`src/hw/rps_pkg.sv`:
```
// Constants, register map and helpers for the remappable pin select block
//-----------------------------------------------------------------------------
// Function
// Fault select high byte routes pin to fault 4
// Fault select low byte routes pin to fault 3
// Serial select high byte feeds clear-to-send
// Serial select low byte feeds receive data
// Output select bits 14-8 drive pin 53
// Output select bits 6-0 drive pin 52
// Output select bits 15, 7 read zero
// Selection fields reset zero, read/write
// Port E per-pin control fields provided
// Function zero leaves pin under port control
//-----------------------------------------------------------------------------
package rps_pkg;

  //---------------------------------------------------------------------------
  // Widths
  //---------------------------------------------------------------------------
  localparam int AW    = 12;
  localparam int DW    = 32;
  localparam int RW    = 16;
  localparam int IDX_W = 8;
  localparam int FN_W  = 7;
  localparam int N_RP  = 256;
  localparam int N_FN  = 128;

  //---------------------------------------------------------------------------
  // Register byte offsets
  //---------------------------------------------------------------------------
  localparam logic [AW-1:0] OFF_DIR  = 12'h000;
  localparam logic [AW-1:0] OFF_PORT = 12'h004;
  localparam logic [AW-1:0] OFF_LAT  = 12'h008;
  localparam logic [AW-1:0] OFF_ODC  = 12'h00c;
  localparam logic [AW-1:0] OFF_CNE  = 12'h010;
  localparam logic [AW-1:0] OFF_PUE  = 12'h014;
  localparam logic [AW-1:0] OFF_PDE  = 12'h018;
  localparam logic [AW-1:0] OFF_ANS  = 12'h01c;
  localparam logic [AW-1:0] OFF_FSEL = 12'h020;
  localparam logic [AW-1:0] OFF_SSEL = 12'h024;
  localparam logic [AW-1:0] OFF_OSEL = 12'h028;

  //---------------------------------------------------------------------------
  // Field positions
  //---------------------------------------------------------------------------
  localparam int HI_IDX_LSB = 8;
  localparam int LO_IDX_LSB = 0;
  localparam int P53_LSB    = 8;
  localparam int P52_LSB    = 0;
  localparam logic [RW-1:0] OSEL_MASK = 16'h7f7f;

  //---------------------------------------------------------------------------
  // Values after reset
  //---------------------------------------------------------------------------
  localparam logic [RW-1:0] DIR_RST  = 16'hffff;
  localparam logic [RW-1:0] ZERO_RST = 16'h0000;
  localparam logic [DW-1:0] RD_RST   = 32'h0000_0000;

  //---------------------------------------------------------------------------
  // Block state
  //---------------------------------------------------------------------------
  typedef struct packed {
    logic [RW-1:0] dir;
    logic [RW-1:0] lat;
    logic [RW-1:0] odc;
    logic [RW-1:0] cne;
    logic [RW-1:0] pue;
    logic [RW-1:0] pde;
    logic [RW-1:0] oe_n;
    logic [RW-1:0] fsel;
    logic [RW-1:0] ssel;
    logic [RW-1:0] osel;
    logic [DW-1:0] rdata;
  } rps_regs_s;

  // Byte-lane merge of a 16-bit register
  function automatic logic [RW-1:0] merge16(input logic [RW-1:0] old,
                                            input logic [DW-1:0] wd,
                                            input logic [3:0]    strb);
    logic [RW-1:0] r;
    r       = old;
    if (strb[0]) r[7:0]  = wd[7:0];
    if (strb[1]) r[15:8] = wd[15:8];
    return r;
  endfunction : merge16

  // Address decode
  function automatic logic mapped(input logic [AW-1:0] a);
    return (a[1:0] == 2'h0) && (a <= OFF_OSEL);
  endfunction : mapped

endpackage : rps_pkg

```
`src/hw/rps_sel_if.sv`:
```
// Selector bundle between the pin select top and its multiplexers
`timescale 1ns/1ps
interface rps_sel_if #(
  parameter int W = 8,
  parameter int N = 256
);
  logic [W-1:0] sel;
  logic [N-1:0] src;
  logic         alt;
  logic         y;
  logic         act;

  modport mgr_in  (output sel, src, input y);
  modport in_mux  (input sel, src, output y);
  modport mgr_out (output sel, src, alt, input y, act);
  modport out_mux (input sel, src, alt, output y, act);
endinterface : rps_sel_if

```
`src/hw/rps_in_sel.sv`:
```
// Registered remappable pin to peripheral input multiplexer
`timescale 1ns/1ps
module rps_in_sel (
  // Clock and reset
  input wire logic pclk,
  input wire logic presetn,
  // Selector
  rps_sel_if.in_mux bus
);
  typedef struct packed {
    logic y;
  } rps_in_st_s;

  rps_in_st_s st_reg;
  rps_in_st_s st_next;

  always_comb begin
    st_next   = st_reg;
    st_next.y = bus.src[bus.sel];
  end

  always_ff @(posedge pclk or negedge presetn) begin
    if (!presetn) begin
      st_reg <= '0;
    end else begin
      st_reg <= st_next;
    end
  end

  assign bus.y = st_reg.y;
endmodule : rps_in_sel

```
`src/hw/rps_out_sel.sv`:
```
// Registered peripheral function to remappable output pin multiplexer
`timescale 1ns/1ps
module rps_out_sel (
  // Clock and reset
  input wire logic pclk,
  input wire logic presetn,
  // Selector
  rps_sel_if.out_mux bus
);
  typedef struct packed {
    logic y;
    logic act;
  } rps_out_st_s;

  rps_out_st_s st_reg;
  rps_out_st_s st_next;

  always_comb begin
    st_next     = st_reg;
    st_next.act = (bus.sel != '0);
    // Function zero hands the pin back to ordinary port logic
    st_next.y   = st_next.act ? bus.src[bus.sel] : bus.alt;
  end

  always_ff @(posedge pclk or negedge presetn) begin
    if (!presetn) begin
      st_reg <= '0;
    end else begin
      st_reg <= st_next;
    end
  end

  assign bus.y   = st_reg.y;
  assign bus.act = st_reg.act;
endmodule : rps_out_sel

```
`src/hw/rps_top.sv`:
```
// Remappable pin select and port E control with an APB register slave
//
// The register offsets and the APB register port were decided locally.
`timescale 1ns/1ps
module rps_top (
  // Clock and reset
  input  wire logic                            pclk,
  input  wire logic                            presetn,
  // APB slave
  input  wire logic                            psel,
  input  wire logic                            penable,
  input  wire logic                            pwrite,
  input  wire logic [rps_pkg::AW-1:0]          paddr,
  input  wire logic [rps_pkg::DW-1:0]          pwdata,
  input  wire logic [3:0]                      pstrb,
  output      logic [rps_pkg::DW-1:0]          prdata,
  output      logic                            pready,
  output      logic                            pslverr,
  // Port E pads
  input  wire logic [rps_pkg::RW-1:0]          port_e_pin_bits,
  output      logic [rps_pkg::RW-1:0]          port_e_out,
  output      logic [rps_pkg::RW-1:0]          port_e_oe_n,
  output      logic [rps_pkg::RW-1:0]          port_e_change_notify_bits,
  output      logic [rps_pkg::RW-1:0]          port_e_pull_up_enable,
  output      logic [rps_pkg::RW-1:0]          port_e_pull_down_enable,
  // Remappable inputs to peripherals
  input  wire logic [rps_pkg::N_RP-1:0]        remappable_pin_in,
  output      logic                            pwm_fault_input_4,
  output      logic                            pwm_fault_input_3,
  output      logic                            serial_clear_to_send_in,
  output      logic                            serial_receive_in,
  // Peripheral outputs to remappable pins
  input  wire logic [rps_pkg::N_FN-1:0]        periph_out_fn,
  input  wire logic                            rp52_port_out,
  input  wire logic                            rp53_port_out,
  output      logic                            rp52_out,
  output      logic                            rp53_out,
  output      logic                            rp52_fn_active,
  output      logic                            rp53_fn_active
);

  //---------------------------------------------------------------------------
  // State
  //---------------------------------------------------------------------------
  rps_pkg::rps_regs_s st_reg;
  rps_pkg::rps_regs_s st_next;

  logic                   setup;
  logic                   access;
  logic                   hit;
  logic [rps_pkg::RW-1:0] rd_val;

  assign setup  = psel && !penable;
  assign access = psel && penable;
  assign hit    = rps_pkg::mapped(paddr);

  //---------------------------------------------------------------------------
  // APB answer
  //---------------------------------------------------------------------------
  // Zero wait states: read data is captured in the setup cycle
  assign pready  = 1'b1;
  assign pslverr = access && !hit;
  assign prdata  = st_reg.rdata;

  //---------------------------------------------------------------------------
  // Read multiplexer
  //---------------------------------------------------------------------------
  always_comb begin
    rd_val = '0;
    case (paddr)
      rps_pkg::OFF_DIR:  rd_val = st_reg.dir;
      rps_pkg::OFF_PORT: rd_val = port_e_pin_bits;
      rps_pkg::OFF_LAT:  rd_val = st_reg.lat;
      rps_pkg::OFF_ODC:  rd_val = st_reg.odc;
      rps_pkg::OFF_CNE:  rd_val = st_reg.cne;
      rps_pkg::OFF_PUE:  rd_val = st_reg.pue;
      rps_pkg::OFF_PDE:  rd_val = st_reg.pde;
      rps_pkg::OFF_FSEL: rd_val = st_reg.fsel;
      rps_pkg::OFF_SSEL: rd_val = st_reg.ssel;
      rps_pkg::OFF_OSEL: rd_val = st_reg.osel & rps_pkg::OSEL_MASK;
      default:           rd_val = '0;
    endcase
  end

  //---------------------------------------------------------------------------
  // Next state
  //---------------------------------------------------------------------------
  always_comb begin
    st_next = st_reg;
    if (setup && !pwrite) begin
      st_next.rdata = {16'h0000, rd_val};
    end
    if (access && pwrite && hit) begin
      case (paddr)
        rps_pkg::OFF_DIR: begin
          st_next.dir = rps_pkg::merge16(st_reg.dir, pwdata, pstrb);
        end
        // A write to the pin value lands in the output latch
        rps_pkg::OFF_PORT, rps_pkg::OFF_LAT: begin
          st_next.lat = rps_pkg::merge16(st_reg.lat, pwdata, pstrb);
        end
        rps_pkg::OFF_ODC: begin
          st_next.odc = rps_pkg::merge16(st_reg.odc, pwdata, pstrb);
        end
        rps_pkg::OFF_CNE: begin
          st_next.cne = rps_pkg::merge16(st_reg.cne, pwdata, pstrb);
        end
        rps_pkg::OFF_PUE: begin
          st_next.pue = rps_pkg::merge16(st_reg.pue, pwdata, pstrb);
        end
        rps_pkg::OFF_PDE: begin
          st_next.pde = rps_pkg::merge16(st_reg.pde, pwdata, pstrb);
        end
        rps_pkg::OFF_FSEL: begin
          st_next.fsel = rps_pkg::merge16(st_reg.fsel, pwdata, pstrb);
        end
        rps_pkg::OFF_SSEL: begin
          st_next.ssel = rps_pkg::merge16(st_reg.ssel, pwdata, pstrb);
        end
        rps_pkg::OFF_OSEL: begin
          st_next.osel = rps_pkg::merge16(st_reg.osel, pwdata, pstrb)
                         & rps_pkg::OSEL_MASK;
        end
        // Analog select has no implemented bits; writes are dropped
        default: begin
          st_next.osel = st_next.osel;
        end
      endcase
    end
    // Open drain only ever pulls low, so a high latch releases the pad
    st_next.oe_n = st_next.dir | (st_next.odc & st_next.lat);
  end

  always_ff @(posedge pclk or negedge presetn) begin
    if (!presetn) begin
      st_reg       <= '0;
      st_reg.dir   <= rps_pkg::DIR_RST;
      st_reg.oe_n  <= rps_pkg::DIR_RST;
      st_reg.rdata <= rps_pkg::RD_RST;
    end else begin
      st_reg <= st_next;
    end
  end

  //---------------------------------------------------------------------------
  // Port E pads
  //---------------------------------------------------------------------------
  assign port_e_out                = st_reg.lat;
  assign port_e_oe_n               = st_reg.oe_n;
  assign port_e_change_notify_bits = st_reg.cne;
  assign port_e_pull_up_enable     = st_reg.pue;
  assign port_e_pull_down_enable   = st_reg.pde;

  //---------------------------------------------------------------------------
  // Input routing
  //---------------------------------------------------------------------------
  rps_sel_if #(.W(rps_pkg::IDX_W), .N(rps_pkg::N_RP)) in_if [4] ();
  logic [rps_pkg::IDX_W-1:0] in_idx [4];

  assign in_idx[0] = st_reg.fsel[rps_pkg::HI_IDX_LSB +: rps_pkg::IDX_W];
  assign in_idx[1] = st_reg.fsel[rps_pkg::LO_IDX_LSB +: rps_pkg::IDX_W];
  assign in_idx[2] = st_reg.ssel[rps_pkg::HI_IDX_LSB +: rps_pkg::IDX_W];
  assign in_idx[3] = st_reg.ssel[rps_pkg::LO_IDX_LSB +: rps_pkg::IDX_W];

  for (genvar g = 0; g < 4; g++) begin : g_in
    assign in_if[g].sel = in_idx[g];
    assign in_if[g].src = remappable_pin_in;
    rps_in_sel u_in (
      .pclk    (pclk),
      .presetn (presetn),
      .bus     (in_if[g])
    );
  end

  assign pwm_fault_input_4       = in_if[0].y;
  assign pwm_fault_input_3       = in_if[1].y;
  assign serial_clear_to_send_in = in_if[2].y;
  assign serial_receive_in       = in_if[3].y;

  //---------------------------------------------------------------------------
  // Output routing
  //---------------------------------------------------------------------------
  rps_sel_if #(.W(rps_pkg::FN_W), .N(rps_pkg::N_FN)) p53_if ();
  rps_sel_if #(.W(rps_pkg::FN_W), .N(rps_pkg::N_FN)) p52_if ();

  assign p53_if.sel = st_reg.osel[rps_pkg::P53_LSB +: rps_pkg::FN_W];
  assign p53_if.src = periph_out_fn;
  assign p53_if.alt = rp53_port_out;
  assign p52_if.sel = st_reg.osel[rps_pkg::P52_LSB +: rps_pkg::FN_W];
  assign p52_if.src = periph_out_fn;
  assign p52_if.alt = rp52_port_out;

  rps_out_sel u_p53 (
    .pclk    (pclk),
    .presetn (presetn),
    .bus     (p53_if)
  );

  rps_out_sel u_p52 (
    .pclk    (pclk),
    .presetn (presetn),
    .bus     (p52_if)
  );

  assign rp53_out       = p53_if.y;
  assign rp53_fn_active = p53_if.act;
  assign rp52_out       = p52_if.y;
  assign rp52_fn_active = p52_if.act;

  logic                   f4_exp;
  logic                   f3_exp;
  logic                   cts_exp;
  logic                   rx_exp;
  logic                   p53_exp;
  logic                   p52_exp;
  logic                   p52_idle;
  logic [rps_pkg::RW-1:0] wd16;
  logic                   full_wr;

  assign f4_exp   = remappable_pin_in[st_reg.fsel[15:8]];
  assign f3_exp   = remappable_pin_in[st_reg.fsel[7:0]];
  assign cts_exp  = remappable_pin_in[st_reg.ssel[15:8]];
  assign rx_exp   = remappable_pin_in[st_reg.ssel[7:0]];
  assign p53_exp  = periph_out_fn[st_reg.osel[14:8]];
  assign p52_exp  = periph_out_fn[st_reg.osel[6:0]];
  assign p52_idle = (st_reg.osel[6:0] == 7'h00);
  assign wd16     = pwdata[15:0];
  assign full_wr  = access && pwrite && (pstrb[1:0] == 2'h3);
endmodule : rps_top

```
`config.mk`:
```
export PLATFORM = sky130hd
export DESIGN_NAME = rps_top
export DESIGN_NICKNAME = d
export VERILOG_FILES = /design/src/hw/rps_pkg.sv /design/src/hw/rps_sel_if.sv /design/src/hw/rps_in_sel.sv /design/src/hw/rps_out_sel.sv /design/src/hw/rps_top.sv
export SDC_FILE = /design/constraint.sdc
export NUM_CORES = 1
export LEC_CHECK = 0
export BUFFER_PORTS_ARGS = -buffer_cell sky130_fd_sc_hd__buf_2
export CELL_PAD_IN_SITES_DETAIL_PLACEMENT = 2
export CELL_PAD_IN_SITES_GLOBAL_PLACEMENT = 2
export CORE_MARGIN = 3
export CORE_UTILIZATION = 38
export DETAILED_ROUTE_END_ITERATION = 6
export PLACE_DENSITY = 0.93
export SETUP_SLACK_MARGIN = 0.3
export SLEW_MARGIN = 20
export SYNTH_ARGS = -nofsm -noshare
export SYNTH_HDL_FRONTEND = slang
export SYNTH_SLANG_ARGS = --single-unit
```
`constraint.sdc`:
```
create_clock -name pclk -period 4 [get_ports pclk]
set_input_delay 0.8 -clock pclk [delete_from_list [all_inputs] [get_ports pclk]]
set_output_delay 0.8 -clock pclk [all_outputs]
set_load 0.005 [all_outputs]
```
==> results.sh <==
export IMPL_io_buffers=541
export IMPL_critPathRequiredTime_ps=4350
export IMPL_drive_above_1_share_pct=65.06
export IMPL_dieArea_um2=53840
export IMPL_avgRoutedWirePerCell_um=37.45
export IMPL_hold_viol_final=0
export IMPL_grt_overflow=0
export IMPL_pin_count=577
export IMPL_grt_max_degree=64
export IMPL_rows=82
export IMPL_netlist_area_um2=19410
export IMPL_synthFlopType="dfrtp_1"
export IMPL_rsz0062_at_grt="no"
export IMPL_crit_type="reg2reg"
export IMPL_start_util_pct=38.62
export IMPL_timing_fmax_ghz=0.2963
export IMPL_cts_setup_buffers=0
export IMPL_maxCapViolations=0
export IMPL_routed_wl_um=95940
export IMPL_ant_nets=0
export IMPL_status="finished, final reports clean"
export IMPL_p_leak_nw=9.242
export IMPL_path_max_fanout=42
export IMPL_syn_area_per_cell_um2=13.34
export IMPL_clk_pin_slew_worst_paths_ps=80
export IMPL_dp_cells=2492
export IMPL_final_min_clock_period_ps=3375
export IMPL_die_w_um=232.0
export IMPL_post_drt_via_cell_ratio=6.918
export IMPL_clockBufferDepth=2
export IMPL_grt_util_all_layers_pct=34.65
export IMPL_ys_warn_count=0
export IMPL_cts_made_buffers=17
export IMPL_finalNetCount=2294
export IMPL_first_global_vias=19260
export IMPL_tritoncts="yes"
export IMPL_die_h_um=232.0
export IMPL_ys_async_sr_fraction_pct=100.0
export IMPL_dr_total_vias=17730
export IMPL_power_density_nw_per_um2=197.5
export IMPL_hold_path_class="in2async"
export IMPL_drt_initial_drc_count=1991
export IMPL_htree_levels=4
export IMPL_fin_crit_sh_pct=84.38
export IMPL_syn_inst=1455
export IMPL_setup_tns_ps=0
export IMPL_relSlewSlack_pct=25.83
export IMPL_fin_cells=2562
export IMPL_areaGrowthSynthToFinish_pct=17.13
export IMPL_cp_start_kind="flip-flop"
export IMPL_drv_slew=0
export IMPL_synth_edf_count=0
export IMPL_dr_pass1_iters=6
export IMPL_worstSetupEndpointType="flip-flop"
export IMPL_ir_worst_vdd_v=0.0001840
export IMPL_cts_root_buf="clkbuf_16"
export IMPL_setup_violations=0
export IMPL_skew_ps=12.04
export IMPL_core_area_um2=50270
export IMPL_finalPower_mw=4.492
export IMPL_drc=0
export IMPL_ctsHoldBuffers=0
export IMPL_routabilityCongestion=0.9363
export IMPL_ys_seq_elements=182
export IMPL_cts_sinks=182
export IMPL_yosysUniqueCellTypes=70
export IMPL_tightestPinTransition_ps=1113
export IMPL_clock_latency_ps=460
export IMPL_cp_arrival_ps=3730
export IMPL_cts_repair_resize_count=0
export IMPL_place_hpwl_um=73880
export IMPL_yosysSeqAreaShare_pct=23.67
export IMPL_grt_pass1_wl_um=136500
export IMPL_antenna_found_initial=44
## logic make-up (layout without fill, tap and decap cells)
group                  count (synthesis)  after routing  synth area share, %
other                                  2             55              0.03868
AO/OA/AOI/OAI                        249            249                9.777
flip-flops                           182            182                23.67
buffers and inverters                264            646                8.018
multiplexers                         550            550                52.06
AND/OR/NAND/NOR                      208            208                6.445
## worst max-delay path: stages (launching register included)
cell and delay, ps:
dfrtp_4 980, buf_4 390, mux4_2 340, mux2i_1 430
mux2i_1 200, a311oi_1 430, o41ai_1 200, a31o_2 280
## power breakdown
| group | internal, mW | leakage (nW) | switching [mW] |
|---|---|---|---|
| Combinational | 0.428 | 6.57 | 0.455 |
| Sequential | 1.84 | 2.39 | 0.00113 |
| Clock | 0.905 | 0.287 | 0.859 |
| Total | 3.18 | 9.24 | 1.32 |
## worst paths after layout
kind,to,depth (start not counted),startpoint,slack [ps]
max reg2reg,g_in[3].u_in.bus.y$_DFF_PN0_,7,in_idx[1]$_DFFE_PN0P_,620
max,g_in[3].u_in.bus.y$_DFF_PN0_,7,in_idx[1]$_DFFE_PN0P_,620
min in group pclk,prdata[14]$_DFFE_PN0P_,1,prdata[14]$_DFFE_PN0P_,490
min,u_p52.bus.y$_DFF_PN0_,1,presetn,340
min reg2reg,prdata[14]$_DFFE_PN0P_,1,prdata[14]$_DFFE_PN0P_,490
max in group asynchronous,port_e_oe_n[14]$_DFF_PN1_,2,presetn,2650
## stage by stage
step           instance area [um2]  utilization [%]  worst slack [ps]  hold slack, ps
2_1_floorplan                19470                -              1102           450.6
3_3_place_gp                 22050            43.86             462.0           458.8
3_5_place_dp                 22050            43.86             404.8           464.7
4_1_cts                      22640            45.04             746.6           356.3
5_1_grt                      22720            45.19             592.5           372.2
6_report                     22740            45.23             624.9           343.0
## synth_stat cells, drive strengths merged (4+ instances only)
master / instances / area share, %
a2111oi: 5 / 0.26
a211oi: 5 / 0.19
a21o: 31 / 1.2
a21oi: 25 / 0.64
a221oi: 32 / 1.4
a22o: 28 / 1.3
a22oi: 29 / 1.1
a31oi: 16 / 0.52
and2: 4 / 0.13
and3: 5 / 0.16
buf: 200 / 6.8
clkbuf: 53 / 1.0
dfrtp: 150 / 19
dfstp: 32 / 4.3
inv: 8 / 0.15
mux2: 154 / 9.2
mux2i: 50 / 2.6
mux4: 346 / 40
nand2: 43 / 0.93
nand2b: 19 / 0.61
nand3: 15 / 0.39
nand3b: 6 / 0.23
nand4: 4 / 0.13
nor2: 33 / 0.64
nor2b: 8 / 0.26
nor3: 28 / 0.72
nor3b: 13 / 0.50
nor4: 13 / 1.1
o211ai: 10 / 0.39
o21a: 4 / 0.15
o21ai: 20 / 0.63
o221ai: 13 / 0.62
o22ai: 7 / 0.23
or2: 4 / 0.13
or3: 7 / 0.23
## metal layers
metal,share of wire [%],up-vias,GRT usage [%]
met3,10,291,10.78
met4,5.0,26,14.78
met1,37,9409,43.05
li1,-,6811,-
met2,48,1188,55.95
met5,0.17,-,0
## layout make-up
cell class,count,area (um2)
Sequential cell,182,4622
Clock inverter,14,156.4
Timing Repair Buffer,603,3217
Fill cell,5064,27530
Antenna cell,38,95.09
Clock buffer,18,439.2
Multi-Input combinational cell,1024,13330
Inverter,11,41.29
Tap cell,672,840.8
## layout by cell type (no fill, tap or decap), types with 19 or more instances in the layout
| cell type | Yosys | final |
|---|---|---|
| buf_2 | 62 | 540 |
| mux4_2 | 341 | 341 |
| mux2_2 | 138 | 138 |
| dfrtp_1 | 150 | 136 |
| buf_4 | 119 | 59 |
| mux2i_1 | 50 | 50 |
| diode_2 | 0 | 38 |
| nand2_1 | 35 | 35 |
| nor2_1 | 33 | 33 |
| a221oi_1 | 32 | 32 |
| dfstp_2 | 32 | 32 |
| a21o_1 | 31 | 31 |
| a22oi_1 | 29 | 29 |
| nor3_1 | 28 | 28 |
| a22o_1 | 28 | 28 |
| a21oi_1 | 25 | 25 |
| nand2b_1 | 19 | 19 |
No activity file was read; power rests on OpenSTA's default activity.
